**config.mk**
```make
export PLATFORM = sky130hd
export DESIGN_NAME = dlpct_ctrl
export DESIGN_NICKNAME = d
export VERILOG_FILES = /design/src/hdl/dlpct_pkg.sv /design/src/hdl/dlpct_tmr_if.sv /design/src/hdl/dlpct_timer.sv /design/src/hdl/dlpct_ctrl.sv
export VERILOG_INCLUDE_DIRS = /design/src /design/src/hdl
export SDC_FILE = /design/constraint.sdc
export NUM_CORES = 1
export LEC_CHECK = 0
export ABC_AREA = 1
export BUFFER_PORTS_ARGS = -buffer_cell sky130_fd_sc_hd__buf_2
export CORE_ASPECT_RATIO = 1.4
export CORE_MARGIN = 1.5
export CORE_UTILIZATION = 50
export CTS_CLUSTER_SIZE = 8
export DETAILED_ROUTE_END_ITERATION = 7
export PLACE_DENSITY = 0.74
export SLEW_MARGIN = 20
export SYNTH_ARGS = -nofsm -noshare
export SYNTH_HDL_FRONTEND = slang
export SYNTH_SLANG_ARGS = --single-unit
```
**constraint.sdc**
```tcl
create_clock -name sys_clk_i -period 2 [get_ports sys_clk_i]
set_clock_uncertainty 0.1 [all_clocks]
set_input_delay 0 -clock sys_clk_i [delete_from_list [all_inputs] [get_ports sys_clk_i]]
set_output_delay 0 -clock sys_clk_i [all_outputs]
set_load 0.01 [all_outputs]
```
**src/hdl/dlpct_cfg.svh**
```systemverilog
`ifndef DLPCT_CFG_SVH
`define DLPCT_CFG_SVH
// Overview of operation
// - Wait 1024 cycles after initial calibration
// - Wait 512 cycles after long calibration
// - Wait 128 cycles after short calibration
// - Reset exit: max(5 cycles, refresh+10ns)
// - Self-refresh exit: refresh time plus 10ns
// - Abort mode: 4x refresh time plus 10ns
// - Calibration, timing writes wait 4x refresh+10ns
// - Locked-loop commands wait lock time
// - Clock enable low: pulse width+1, +parity in self refresh; pulse width alone in power-down
// - Clock held max(5,10ns) after entry, +parity
// - Clock valid max(5,10ns) before exit
// - Clock held update plus disable delay
// - Clock valid before saving-mode exit
// - Saving exit: unlocked commands wait exit delay
// - Saving exit: locked commands add lock delay
// - Select set up before clock enable
// - Low select held 12ns, below exit-10ns
// - Power-down exit delay max(4, 6ns)

// ----------------------------------------
// Clock and rounding
// ----------------------------------------
`define DLPCT_CLK_NS 10
`define DLPCT_CYC(ns) (((ns) + `DLPCT_CLK_NS - 1) / `DLPCT_CLK_NS)
`define DLPCT_MAX(a, b) (((a) > (b)) ? (a) : (b))

// ----------------------------------------
// Interval figures
// ----------------------------------------
`define DLPCT_INIT_CAL_CYC 1024
`define DLPCT_FULL_CAL_CYC 512
`define DLPCT_SHORT_CAL_CYC 128
`define DLPCT_MIN_NCK 5
`define DLPCT_PAD_NS 10
`define DLPCT_CPDED_CYC 4
`define DLPCT_XP_NCK 4
`define DLPCT_XP_NS 6
`define DLPCT_CKE_NCK 3
`define DLPCT_CKE_NS 5
`define DLPCT_CKESR_EXTRA 1
`define DLPCT_LOW_HOLD_NS 12
`define DLPCT_ONE_CYC 1
`endif

```
**src/hdl/dlpct_pkg.sv**
```systemverilog
package dlpct_pkg;
  typedef enum logic [3:0] {
    OP_LONG_CAL, OP_SHORT_CAL, OP_MODE_TIMING, OP_CMD_NODLL, OP_CMD_DLL,
    OP_SR_ENTER, OP_PD_ENTER, OP_LP_EXIT, OP_MP_ENTER, OP_MP_EXIT
  } dlpct_op_type;

  typedef enum logic [2:0] {
    CMD_DESELECT, CMD_LONG_CAL, CMD_SHORT_CAL, CMD_MODE_WRITE,
    CMD_SELFREF_ENTRY, CMD_SELFREF_EXIT, CMD_USER
  } dlpct_cmd_type;

  typedef enum logic [3:0] {
    ST_BOOT, ST_RST, ST_RST_CLK, ST_XPR, ST_IDLE, ST_LP_HOLD, ST_LP_IN,
    ST_LP_PRECLK, ST_MP_HOLD, ST_MP_IN, ST_MP_PRECLK, ST_MP_SETUP, ST_MP_LOWHOLD
  } dlpct_state_type;
endpackage : dlpct_pkg

```
**src/hdl/dlpct_tmr_if.sv**
```systemverilog
`timescale 1ns/1ps
interface dlpct_tmr_if #(parameter int W = 16) (
  input wire logic clk,
  input wire logic rst
);
  logic         load;
  logic [W-1:0] value;
  logic         done;
  modport ctrl (output load, output value, input done);
  modport tmr  (input clk, input rst, input load, input value, output done);
endinterface : dlpct_tmr_if

```
**src/hdl/dlpct_timer.sv**
```systemverilog
`timescale 1ns/1ps
module dlpct_timer #(
  parameter int W = 16
) (
  dlpct_tmr_if.tmr bus
);
  logic [W-1:0] count_reg;
  logic [W-1:0] count_next;

  // Done is a plain decode of the count; gating it with load would close a
  // zero-delay loop through the request handshake of the sequencer
  assign count_next = bus.load ? bus.value :
                      (count_reg != '0) ? count_reg - W'(1) : count_reg;
  assign bus.done   = (count_reg == '0);

  always_ff @(posedge bus.clk or posedge bus.rst) begin
    if (bus.rst) begin
      count_reg <= '0;
    end else begin
      count_reg <= count_next;
    end
  end
endmodule : dlpct_timer

```
**src/hdl/dlpct_ctrl.sv**
```systemverilog
`timescale 1ns/1ps
`include "dlpct_cfg.svh"
module dlpct_ctrl
  import dlpct_pkg::*;
#(
  parameter int TW             = 16,
  parameter int TRFC_NS        = 350,
  parameter int REFRESH_CYCLE_TIME_4X_NS       = 160,
  parameter int LOCKED_LOOP_LOCK_TIME_CYC      = 768,
  parameter int MODE_UPDATE_DELAY_CYC       = 24,
  parameter int TISH_NS        = 1,
  parameter int RESET_HOLD_CYC = 20
) (
  input  wire logic          sys_clk_i,
  input  wire logic          reset_i,
  input  wire logic          req_valid_i,
  input  wire dlpct_op_type  req_op_i,
  output logic               req_ready_o,
  input  wire logic          abort_en_i,
  input  wire logic          parity_en_i,
  input  wire logic [3:0]    parity_latency_i,
  output dlpct_cmd_type      cmd_o,
  output logic               cs_n_o,
  output logic               cke_o,
  output logic               reset_n_o,
  output logic               ck_en_o,
  output logic               init_done_o,
  output logic               in_selfref_o,
  output logic               in_powerdown_o,
  output logic               in_saving_o,
  output logic               nodll_ok_o,
  output logic               dll_ok_o
);
  // ----------------------------------------
  // Interval lengths in cycles
  // ----------------------------------------
  localparam int XPR_CYC    = `DLPCT_MAX(`DLPCT_MIN_NCK,
                                `DLPCT_CYC(TRFC_NS + `DLPCT_PAD_NS));
  localparam int XS_CYC     = `DLPCT_CYC(TRFC_NS + `DLPCT_PAD_NS);
  localparam int ABORT_CYC  = `DLPCT_CYC(REFRESH_CYCLE_TIME_4X_NS + `DLPCT_PAD_NS);
  localparam int FAST_CYC   = `DLPCT_CYC(REFRESH_CYCLE_TIME_4X_NS + `DLPCT_PAD_NS);
  localparam int CLKV_CYC   = `DLPCT_MAX(`DLPCT_MIN_NCK,
                                `DLPCT_CYC(`DLPCT_PAD_NS));
  localparam int CKE_CYC    = `DLPCT_MAX(`DLPCT_CKE_NCK, `DLPCT_CYC(`DLPCT_CKE_NS));
  localparam int CKESR_CYC  = CKE_CYC + `DLPCT_CKESR_EXTRA;
  localparam int XP_CYC     = `DLPCT_MAX(`DLPCT_XP_NCK, `DLPCT_CYC(`DLPCT_XP_NS));
  localparam int CKMPE_CYC  = MODE_UPDATE_DELAY_CYC + `DLPCT_CPDED_CYC;
  localparam int CKMPX_CYC  = CLKV_CYC;
  localparam int XMP_CYC    = XS_CYC;
  localparam int XMPDLL_CYC = XMP_CYC + LOCKED_LOOP_LOCK_TIME_CYC;
  localparam int SETUP_CYC  = `DLPCT_MAX(`DLPCT_ONE_CYC, `DLPCT_CYC(TISH_NS));
  localparam int LOWH_CYC   = `DLPCT_CYC(`DLPCT_LOW_HOLD_NS);

  // ----------------------------------------
  // Interval timers: step, fast-exit, locked loop
  // ----------------------------------------
  dlpct_tmr_if #(.W(TW)) tif [3] (.clk(sys_clk_i), .rst(reset_i));

  genvar gi;
  generate
    for (gi = 0; gi < 3; gi++) begin : g_tmr
      dlpct_timer #(.W(TW)) u_tmr (.bus(tif[gi]));
    end
  endgenerate

  logic          step_load;
  logic [TW-1:0] step_val;
  logic          fast_load;
  logic [TW-1:0] fast_val;
  logic          dll_load;
  logic [TW-1:0] dll_val;

  assign tif[0].load  = step_load;
  assign tif[0].value = step_val;
  assign tif[1].load  = fast_load;
  assign tif[1].value = fast_val;
  assign tif[2].load  = dll_load;
  assign tif[2].value = dll_val;

  wire step_ok = tif[0].done;
  wire fast_ok = tif[1].done;
  wire dll_ok  = tif[2].done;

  // ----------------------------------------
  // State and registered pins
  // ----------------------------------------
  dlpct_state_type state_reg;
  dlpct_state_type state_next;
  dlpct_cmd_type   cmd_reg;
  dlpct_cmd_type   cmd_next;
  logic            cs_n_reg;
  logic            cs_n_next;
  logic            cke_reg;
  logic            cke_next;
  logic            rst_n_reg;
  logic            rst_n_next;
  logic            ck_en_reg;
  logic            ck_en_next;
  logic            pd_reg;
  logic            pd_next;
  logic            init_reg;
  logic            init_next;

  // Parity latency stretches the entry windows only when parity is on
  wire [TW-1:0] pl_add = parity_en_i ? TW'(parity_latency_i) : '0;

  // ----------------------------------------
  // Request decode
  // ----------------------------------------
  wire idle      = (state_reg == ST_IDLE);
  wire op_cal    = (req_op_i == OP_LONG_CAL) || (req_op_i == OP_SHORT_CAL);
  wire op_fast   = op_cal || (req_op_i == OP_MODE_TIMING);
  wire op_exit   = (req_op_i == OP_LP_EXIT) || (req_op_i == OP_MP_EXIT);
  wire idle_ok   = idle && step_ok && !op_exit
                   && (!op_fast || fast_ok)
                   && ((req_op_i != OP_CMD_DLL) || dll_ok);
  wire lp_exit_ok = (state_reg == ST_LP_IN) && (req_op_i == OP_LP_EXIT)
                    && fast_ok;
  wire mp_exit_ok = (state_reg == ST_MP_IN) && (req_op_i == OP_MP_EXIT);
  wire accept    = req_valid_i && req_ready_o;

  assign req_ready_o = idle_ok || lp_exit_ok || mp_exit_ok;

  // ----------------------------------------
  // Sequencer
  // ----------------------------------------
  always_comb begin
    state_next = state_reg;
    cmd_next   = CMD_DESELECT;
    cs_n_next  = 1'b1;
    cke_next   = cke_reg;
    rst_n_next = rst_n_reg;
    ck_en_next = ck_en_reg;
    pd_next    = pd_reg;
    init_next  = init_reg;
    step_load  = 1'b0;
    step_val   = '0;
    fast_load  = 1'b0;
    fast_val   = '0;
    dll_load   = 1'b0;
    dll_val    = '0;
    case (state_reg)
      ST_BOOT: begin
        step_load  = 1'b1;
        step_val   = TW'(RESET_HOLD_CYC);
        state_next = ST_RST;
      end
      ST_RST: begin
        if (step_ok) begin
          rst_n_next = 1'b1;
          ck_en_next = 1'b1;
          step_load  = 1'b1;
          step_val   = TW'(CLKV_CYC);
          state_next = ST_RST_CLK;
        end
      end
      ST_RST_CLK: begin
        if (step_ok) begin
          cke_next   = 1'b1;
          step_load  = 1'b1;
          step_val   = TW'(XPR_CYC);
          state_next = ST_XPR;
        end
      end
      ST_XPR: begin
        if (step_ok) begin
          cmd_next   = CMD_LONG_CAL;
          cs_n_next  = 1'b0;
          step_load  = 1'b1;
          step_val   = TW'(`DLPCT_INIT_CAL_CYC);
          init_next  = 1'b1;
          state_next = ST_IDLE;
        end
      end
      ST_IDLE: begin
        if (accept) begin
          cs_n_next = 1'b0;
          case (req_op_i)
            OP_LONG_CAL: begin
              cmd_next  = CMD_LONG_CAL;
              step_load = 1'b1;
              step_val  = TW'(`DLPCT_FULL_CAL_CYC);
            end
            OP_SHORT_CAL: begin
              cmd_next  = CMD_SHORT_CAL;
              step_load = 1'b1;
              step_val  = TW'(`DLPCT_SHORT_CAL_CYC);
            end
            OP_MODE_TIMING: begin
              cmd_next = CMD_MODE_WRITE;
            end
            OP_SR_ENTER, OP_PD_ENTER: begin
              // Power-down entry is a deselect with clock enable falling
              cmd_next   = (req_op_i == OP_SR_ENTER) ? CMD_SELFREF_ENTRY : CMD_DESELECT;
              cs_n_next  = (req_op_i != OP_SR_ENTER);
              pd_next    = (req_op_i == OP_PD_ENTER);
              cke_next   = 1'b0;
              step_load  = 1'b1;
              step_val   = TW'(CLKV_CYC) + pl_add;
              fast_load  = 1'b1;
              fast_val   = (req_op_i == OP_SR_ENTER) ? TW'(CKESR_CYC) + pl_add
                                                     : TW'(CKE_CYC);
              state_next = ST_LP_HOLD;
            end
            OP_MP_ENTER: begin
              // Mode write that switches the device into saving mode
              cmd_next   = CMD_MODE_WRITE;
              step_load  = 1'b1;
              step_val   = TW'(CKMPE_CYC);
              state_next = ST_MP_HOLD;
            end
            default: begin
              cmd_next = CMD_USER;
            end
          endcase
        end
      end
      ST_LP_HOLD: begin
        if (step_ok) begin
          ck_en_next = 1'b0;
          state_next = ST_LP_IN;
        end
      end
      ST_LP_IN: begin
        if (accept) begin
          ck_en_next = 1'b1;
          step_load  = 1'b1;
          step_val   = TW'(CLKV_CYC);
          state_next = ST_LP_PRECLK;
        end
      end
      ST_LP_PRECLK: begin
        if (step_ok) begin
          cke_next   = 1'b1;
          step_load  = 1'b1;
          state_next = ST_IDLE;
          if (pd_reg) begin
            step_val = TW'(XP_CYC);
          end else begin
            cmd_next  = CMD_SELFREF_EXIT;
            step_val  = abort_en_i ? TW'(ABORT_CYC) : TW'(XS_CYC);
            fast_load = 1'b1;
            fast_val  = TW'(FAST_CYC);
            dll_load  = 1'b1;
            dll_val   = TW'(LOCKED_LOOP_LOCK_TIME_CYC);
          end
          pd_next = 1'b0;
        end
      end
      ST_MP_HOLD: begin
        // Device drops its command path within this window
        if (step_ok) begin
          ck_en_next = 1'b0;
          state_next = ST_MP_IN;
        end
      end
      ST_MP_IN: begin
        if (accept) begin
          ck_en_next = 1'b1;
          step_load  = 1'b1;
          step_val   = TW'(CKMPX_CYC);
          state_next = ST_MP_PRECLK;
        end
      end
      ST_MP_PRECLK: begin
        if (step_ok) begin
          cs_n_next  = 1'b0;
          step_load  = 1'b1;
          step_val   = TW'(SETUP_CYC);
          state_next = ST_MP_SETUP;
        end
      end
      ST_MP_SETUP: begin
        cs_n_next = 1'b0;
        if (step_ok) begin
          cke_next   = 1'b1;
          step_load  = 1'b1;
          step_val   = TW'(XMP_CYC);
          fast_load  = 1'b1;
          fast_val   = TW'(LOWH_CYC);
          dll_load   = 1'b1;
          dll_val    = TW'(XMPDLL_CYC);
          state_next = ST_MP_LOWHOLD;
        end
      end
      ST_MP_LOWHOLD: begin
        // Select released once the low hold ends, far below the exit delay
        cs_n_next = fast_ok ? 1'b1 : 1'b0;
        if (fast_ok) begin
          state_next = ST_IDLE;
        end
      end
      default: begin
        state_next = ST_BOOT;
      end
    endcase
  end

  always_ff @(posedge sys_clk_i or posedge reset_i) begin
    if (reset_i) begin
      state_reg <= ST_BOOT;
      cmd_reg   <= CMD_DESELECT;
      cs_n_reg  <= 1'b1;
      cke_reg   <= 1'b0;
      rst_n_reg <= 1'b0;
      ck_en_reg <= 1'b0;
      pd_reg    <= 1'b0;
      init_reg  <= 1'b0;
    end else begin
      state_reg <= state_next;
      cmd_reg   <= cmd_next;
      cs_n_reg  <= cs_n_next;
      cke_reg   <= cke_next;
      rst_n_reg <= rst_n_next;
      ck_en_reg <= ck_en_next;
      pd_reg    <= pd_next;
      init_reg  <= init_next;
    end
  end

  // ----------------------------------------
  // Outputs
  // ----------------------------------------
  assign cmd_o          = cmd_reg;
  assign cs_n_o         = cs_n_reg;
  assign cke_o          = cke_reg;
  assign reset_n_o      = rst_n_reg;
  assign ck_en_o        = ck_en_reg;
  assign init_done_o    = init_reg;
  assign in_selfref_o   = !pd_reg && ((state_reg == ST_LP_HOLD) || (state_reg == ST_LP_IN)
                          || (state_reg == ST_LP_PRECLK));
  assign in_powerdown_o = pd_reg;
  assign in_saving_o    = (state_reg == ST_MP_HOLD) || (state_reg == ST_MP_IN)
                          || (state_reg == ST_MP_PRECLK) || (state_reg == ST_MP_SETUP);
  assign nodll_ok_o     = idle && step_ok;
  assign dll_ok_o       = idle && step_ok && dll_ok;
endmodule : dlpct_ctrl

```
* Word-level counts from Yosys, hierarchy flattened *
Cells that the tools add are included.

operators by class
  reductions and logical operators = 55
  add/sub/neg operators = 5
  equal/unequal tests = 38
  muxes and demuxes = 75

operators with widths
  cell                                                                     number
  16-bit 2-to-1 mux                                                        6
  11-bit case mux with 8 select lines                                      1
  16-bit zero test                                                         3
  4-bit 2-to-1 mux                                                         12
  4-bit case mux with 12 select lines                                      1
  16-bit nonzero test                                                      3
  16-bit by 1-bit subtractor with 16-bit output, second input constant     3
  10-bit 2-to-1 mux                                                        4
  10-bit case mux with 4 select lines                                      1
  4-bit by 3-bit equality test with 1-bit output, second input constant    7
  4-bit equality test, second input constant                               7
  5-bit 2-to-1 mux                                                         5
  6-bit 2-to-1 mux                                                         4
  1-bit 2-to-1 mux                                                         21
  2-bit inequality test, second input constant                             10
  10-bit case mux with 2 select lines                                      1
  3-bit 2-to-1 mux                                                         6
  5-bit case mux with 3 select lines                                       1
  2-bit OR reduction                                                       7
  4-bit by 2-bit equality test with 1-bit output, second input constant    3
  1-bit logical OR                                                         12
  2-bit by 1-bit inequality test with 1-bit output, second input constant  6
  3-bit case mux with 4 select lines                                       1
  12-bit AND reduction                                                     1
  other kinds (21)                                                         47

word-level totals
  flip-flop bits (word level) = 61

* Depth between registers and ports, before layout *
  depth in word-level cells = 13
  gate-level depth with buffers = 14
  gate-level depth less buffers = 14

* Modules after synthesis *
Synthesis repeated with hierarchy kept, for this count alone.

second synthesis, totals
  cell total of the unflattened synthesis = 741
  area, all modules = 4862.2 µm²

modules (own cells, without submodules)
  module                            area an instance (µm²)  cells an instance  sequential area each (µm²)  instances
  dlpct_timer (g_tmr[0].u_tmr ...)  1148.6                  170                400.4                       2
  dlpct_ctrl                        1372.6                  233                326.6                       1
  dlpct_timer (g_tmr[2].u_tmr)      1192.4                  168                400.4                       1

* Least setup slack after synthesis *
OpenSTA, ideal clock, no wires.

  kind = reg2reg
  start = reg g_tmr[1].u_tmr.count_reg[0]
  end = reg g_tmr[0].u_tmr.count_reg[2]
  period minus slack after synthesis = 2.100 ns
  arrival time = 1.881 ns
  setup slack = -0.100 ns
  cell stages (with the launch flop) = 14
  setup time = 0.119 ns
  data required time = 1.781 ns
  cells stage by stage = dfrtp_1 > inv_1 > ha_1 > nand3_2 > nor2_2 > nand2_1 > nand2_1 > nand3_2 > nand2_4 > nand3_1 > nand3_4 > nor2_4 > nand2_1 > nand2_1

between the ends
  longest elaborated chain between the ends = 10
  elaborated cells between the ends (all ways) = 16
  classes of those cells = mux: 7; reduce/logical: 9

ends and longest elaborated chain
  item                                                                                              line                                  source
  start, declared                                                                                   dlpct_timer.sv:7                      logic [W-1:0] count_reg;
  start signal, assigned                                                                            dlpct_timer.sv:20                     count_reg <= count_next;
  16-bit zero test *                                                                                dlpct_timer.sv:14                     assign bus.done = (count_reg == '0);
  1-bit logical OR                                                                                  dlpct_ctrl.sv:115                     && (!op_fast || fast_ok)
  1-bit logical AND                                                                                 dlpct_ctrl.sv:115
  1-bit logical AND                                                                                 dlpct_ctrl.sv:116                     && ((req_op_i != OP_CMD_DLL) || dll_ok);
  1-bit logical OR * (2 in a row)                                                                   dlpct_ctrl.sv:122                     assign req_ready_o = idle_ok || lp_exit_ok || mp_exit_ok;
  net req_ready_o                                                                                   dlpct_ctrl.sv:18                      output logic req_ready_o,
  1-bit logical AND *                                                                               dlpct_ctrl.sv:120                     wire accept = req_valid_i && req_ready_o;
  3-bit 2-to-1 mux, or another cell as far along                                                    dlpct_ctrl.sv:225, dlpct_ctrl.sv:258
  11-bit case mux with 8 select lines / 1-bit case mux with 4 select lines (equally long branches)  dlpct_ctrl.sv:142                     case (state_reg)
  16-bit 2-to-1 mux / 2-bit nonzero test (equally long branches)                                    --
  end signal, assigned                                                                              dlpct_timer.sv:20
  end, declared                                                                                     dlpct_timer.sv:7

Mark *: on every way through the listed nets, which the timed path passes. The rest lies on a longest branch.
A chain may end at the register's enable or synchronous reset.

* Worst setup path after layout *
  start = reg g_tmr[0].u_tmr.count_reg[0]
  end = reg state_reg[1]

between the ends
  longest elaborated chain between the ends = 10
  elaborated cells between the ends (all ways) = 19
  classes of those cells = eq/ne: 10; reduce/logical: 9

ends and longest elaborated chain
  item                                                                                                        line               source
  16-bit zero test *                                                                                          dlpct_timer.sv:14
  1-bit logical AND (2 in a row)                                                                              dlpct_ctrl.sv:114  wire idle_ok = idle && step_ok && !op_exit
  1-bit logical AND                                                                                           dlpct_ctrl.sv:115
  1-bit logical AND                                                                                           dlpct_ctrl.sv:116
  1-bit logical OR (2 in a row)                                                                               dlpct_ctrl.sv:122
  1-bit logical AND                                                                                           dlpct_ctrl.sv:120
  2-bit inequality test (no line) / 2-bit by 1-bit inequality test with 1-bit output (equally long branches)  --
  12-bit AND reduction (no line) *                                                                            --
  end signal, assigned                                                                                        dlpct_ctrl.sv:310  state_reg <= state_next;
  end, declared                                                                                               dlpct_ctrl.sv:87   dlpct_state_type state_reg;

Mark *: on every way between the ends. The rest lies on a longest branch, timed or not.

==> results by group <==
Outcome
  – Status: finished with violations
  – Failing checks: negative hold slack, negative setup slack

Place
  – Dpl cell area: 5060 µm²
  – Post-DP HPWL: 8.69 mm
  – Placed insts: 777
  – Post-Place Worst Slack: -0.152 ns
  – IO buf count: 26
  – Routability Congestion: 0.941

Clock network
  – CTS tree: yes
  – Htree depth: 3
  – Clk buf depth: 2
  – Total CTS buffers: 9
  – Sink Count: 61
  – Worst-Skew Late Latency: 0.37 ns
  – Clk root buf: clkbuf_8
  – Clk slew on worst S/H paths: 0.07 ns

Finish
  – Layout area overhead: 44.1%
  – Final cell count without fillers: 832
  – Register area: 1530 µm²
  – Design area: 5820 µm²
  – Fill count: 565
  – Fin nets: 748
  – Share of cells above drive strength 1: 37.2%
  – Area of the multi-input gates: 2490 µm²
  – Commonest non-fill, non-tap cells in the layout: buf_4, nand2_1, nor2_1
  – Diodes inserted: 0
  – Commonest non-fill, non-tap cell in the layout: buf_4
  – Max reg flops: 48

Timing
  – RSZ-0062 raised after global routing: yes
  – Worst-Margin Slew: 0.526 ns
  – Final period util: 105%
  – Hold Slack: -0.00584 ns
  – # setup viols final: 26
  – Final Slew Violations: 0
  – Hold Fails Final Rpt: 1
  – Fin Setup TNS: -0.724 ns
  – Max Clock Freq: 475 MHz
  – Relative slew slack: 64.9%
  – Post-route minimum period: 2.10 ns
  – Final worst slack: -0.105 ns

Global route
  – Initial antenna violation count: 0
  – Largest net degree at the start of global routing: 40
  – Gr ovfl total: 0
  – GRT Total Usage: 29.3%
  – Number of global-route vias before repair: 4563
  – First-pass GRT wire length: 19.8 mm

Power and ir drop
  – Pwr Density: 406 nW/µm²
  – Pleak: 3.22 nW
  – VDD IR max: 0.000457 V

Critical path
  – Crit path capture type: register
  – Crit path DAT: 2.25 ns
  – Crit Path Max Fanout: 5
  – Crit path buf inv count: 1
  – CP startpoint kind: register
  – Worst stage delay on the critical path: 0.39 ns
  – WP data required: 2.15 ns
  – Setup CP Type: reg2reg
  – CP top delay family: simple AND/OR/NAND/NOR gates
  – Worst path slowest cell: dfrtp_1
  – CP cell instances: inv_2, ha_4, nand2_2, nor2_4, nand3_4, nor2_4, nand3_2, nand2_4, nand2_4, a22oi_4, nand2_2, nand2_1, nand2_1

Floorplan
  – DIE WIDTH: 79.0 µm
  – DIE AREA: 8640 µm²
  – Core area: 7800 µm²
  – Die height: 109 µm
  – Rows: 38
  – Top-level port count: 27
  – Starting density of the core: 51.8%

Drt
  – Vias/cell: 5.37
  – Total Wirelength: 12.6 mm
  – WL per Instance: 15.1 µm
  – Drt first pass iters: 8
  – Via total after detailed routing: 4466
  – Antenna-violating nets left: 0
  – # DRC: 0
  – 1st-iter DRT viols: 376

Yosys
  – Synth Register Bits: 61
  – Ys Warns: 0
  – Ranking of synthesized cells by area: dfrtp_1, nand2_1, nor2_1
  – Synth Area per Inst: 7.26 µm²
  – Synth Cell Area: 4040 µm²
  – Seq/Total Area, Yosys: 37.8%
  – Synthesized instance count: 557
  – Post-Syn Nets: 578
  – Synth area leader: dfrtp_1
  – Synth top area share: 37.2%
  – Post-synth cell types: 45

Min path
  – Worst hold-check path type: in2reg

Flow run
  – Max Cap Violations: 0
-- synthesized netlist by cell type, drive strengths merged --
cell	instances
xor2	19
a31oi	3
o221ai	1
or3	1
a21boi	3
a211oi	2
o21bai	1
o22ai	3
o2111ai	1
ha	8
dfrtp	60
and2	1
inv	80
nand4	17
nand3	48
o311ai	1
dfstp	1
nor3	11
or2	3
a21oi	19
o21ai	25
nand2	116
xnor2	12
nor4	2
o211ai	3
and3	1
a22oi	1
nand3b	1
nor2	109
buf	3
nor3b	1
-- cells by family (layout without fill, tap and decap cells) --
| logic type | count (synthesis) | after routing | synth area share, % |
|---|---|---|---|
| compound gates | 63 | 63 | 9.60 |
| xor+xnor | 31 | 31 | 6.72 |
| fa+ha+maj | 8 | 8 | 2.48 |
| buf+inv | 83 | 258 | 7.93 |
| flops | 61 | 61 | 37.8 |
| simple gates | 311 | 311 | 35.5 |
-- layout make-up --
cell class	count	share of cell area (%)
clock inverters	2	0.172
repair buffers	162	20.7
inverters	80	5.16
multi-input cells	413	42.7
clock buffers	14	2.79
flip-flops and latches	61	26.3
well taps	100	2.15
-- worst min-delay path, cell delays in order --
cell	delay (ns)
buf_2	0.09
nand2_1	0.08
xor2_1	0.08
nand2_1	0.05
nand3_1	0.07
nand2_1	0.06
-- repair_timing --
action,CTS,global route
setup endpoints to repair,47,55
hold endpoints to repair,39,0
pin swaps,15,18
hold buffers,8,0
resized for setup,23,58
setup buffers,18,13
cloned,0,0
-- routing by layer --
layer | share of wire, % | wire length, µm | GRT usage [%] | vias to the layer above
met2 | 53 | 6650 | 54.4 | 180
met5 | 0 | 0 | 0 | -
met1 | 37 | 4690 | 30.6 | 2081
met3 | 4.5 | 570 | 3.90 | 68
li1 | - | - | - | 2137
met4 | 5.5 | 692 | 18.8 | 0
-- report_power, final --
| group | total [mW] | switching, mW | internal, mW |
|---|---|---|---|
| Clock | 1.01 | 0.499 | 0.515 |
| Combinational | 0.118 | 0.0787 | 0.0397 |
| Sequential | 1.23 | 0 | 1.23 |
-- final timing paths --
check | start | endpoint | slack (ns) | cells after the start
min in group asynchronous | reset_i | cmd_o[1]$_DFF_PP0_ | 0.11 | 3
max reg2reg | g_tmr[0].u_tmr.count_reg[0]$_DFFE_PP0P_ | state_reg[1]$_DFFE_PP0P_ | -0.10 | 13
min reg2reg | reset_n_o$_DFFE_PP0P_ | reset_n_o$_DFFE_PP0P_ | 0.36 | 2
max in group asynchronous | reset_i | cs_n_o$_DFF_PP1_ | 1.02 | 4
min | parity_latency_i[3] | g_tmr[0].u_tmr.count_reg[3]$_DFFE_PP0P_ | -0.006 | 6
max | g_tmr[0].u_tmr.count_reg[0]$_DFFE_PP0P_ | state_reg[1]$_DFFE_PP0P_ | -0.10 | 13
-- per-stage QoR --
| stage | total power, mW | util [%] |
|---|---|---|
| 3_3_place_gp | 1.35 | 64.9 |
| 3_5_place_dp | 1.36 | 64.9 |
| 5_1_grt | 2.43 | 74.7 |
| 4_1_cts | 2.36 | 70.8 |
| 6_report | 2.37 | 74.7 |
| 2_1_floorplan | 1.31 | - |
(Power assumes the default switching activity.)
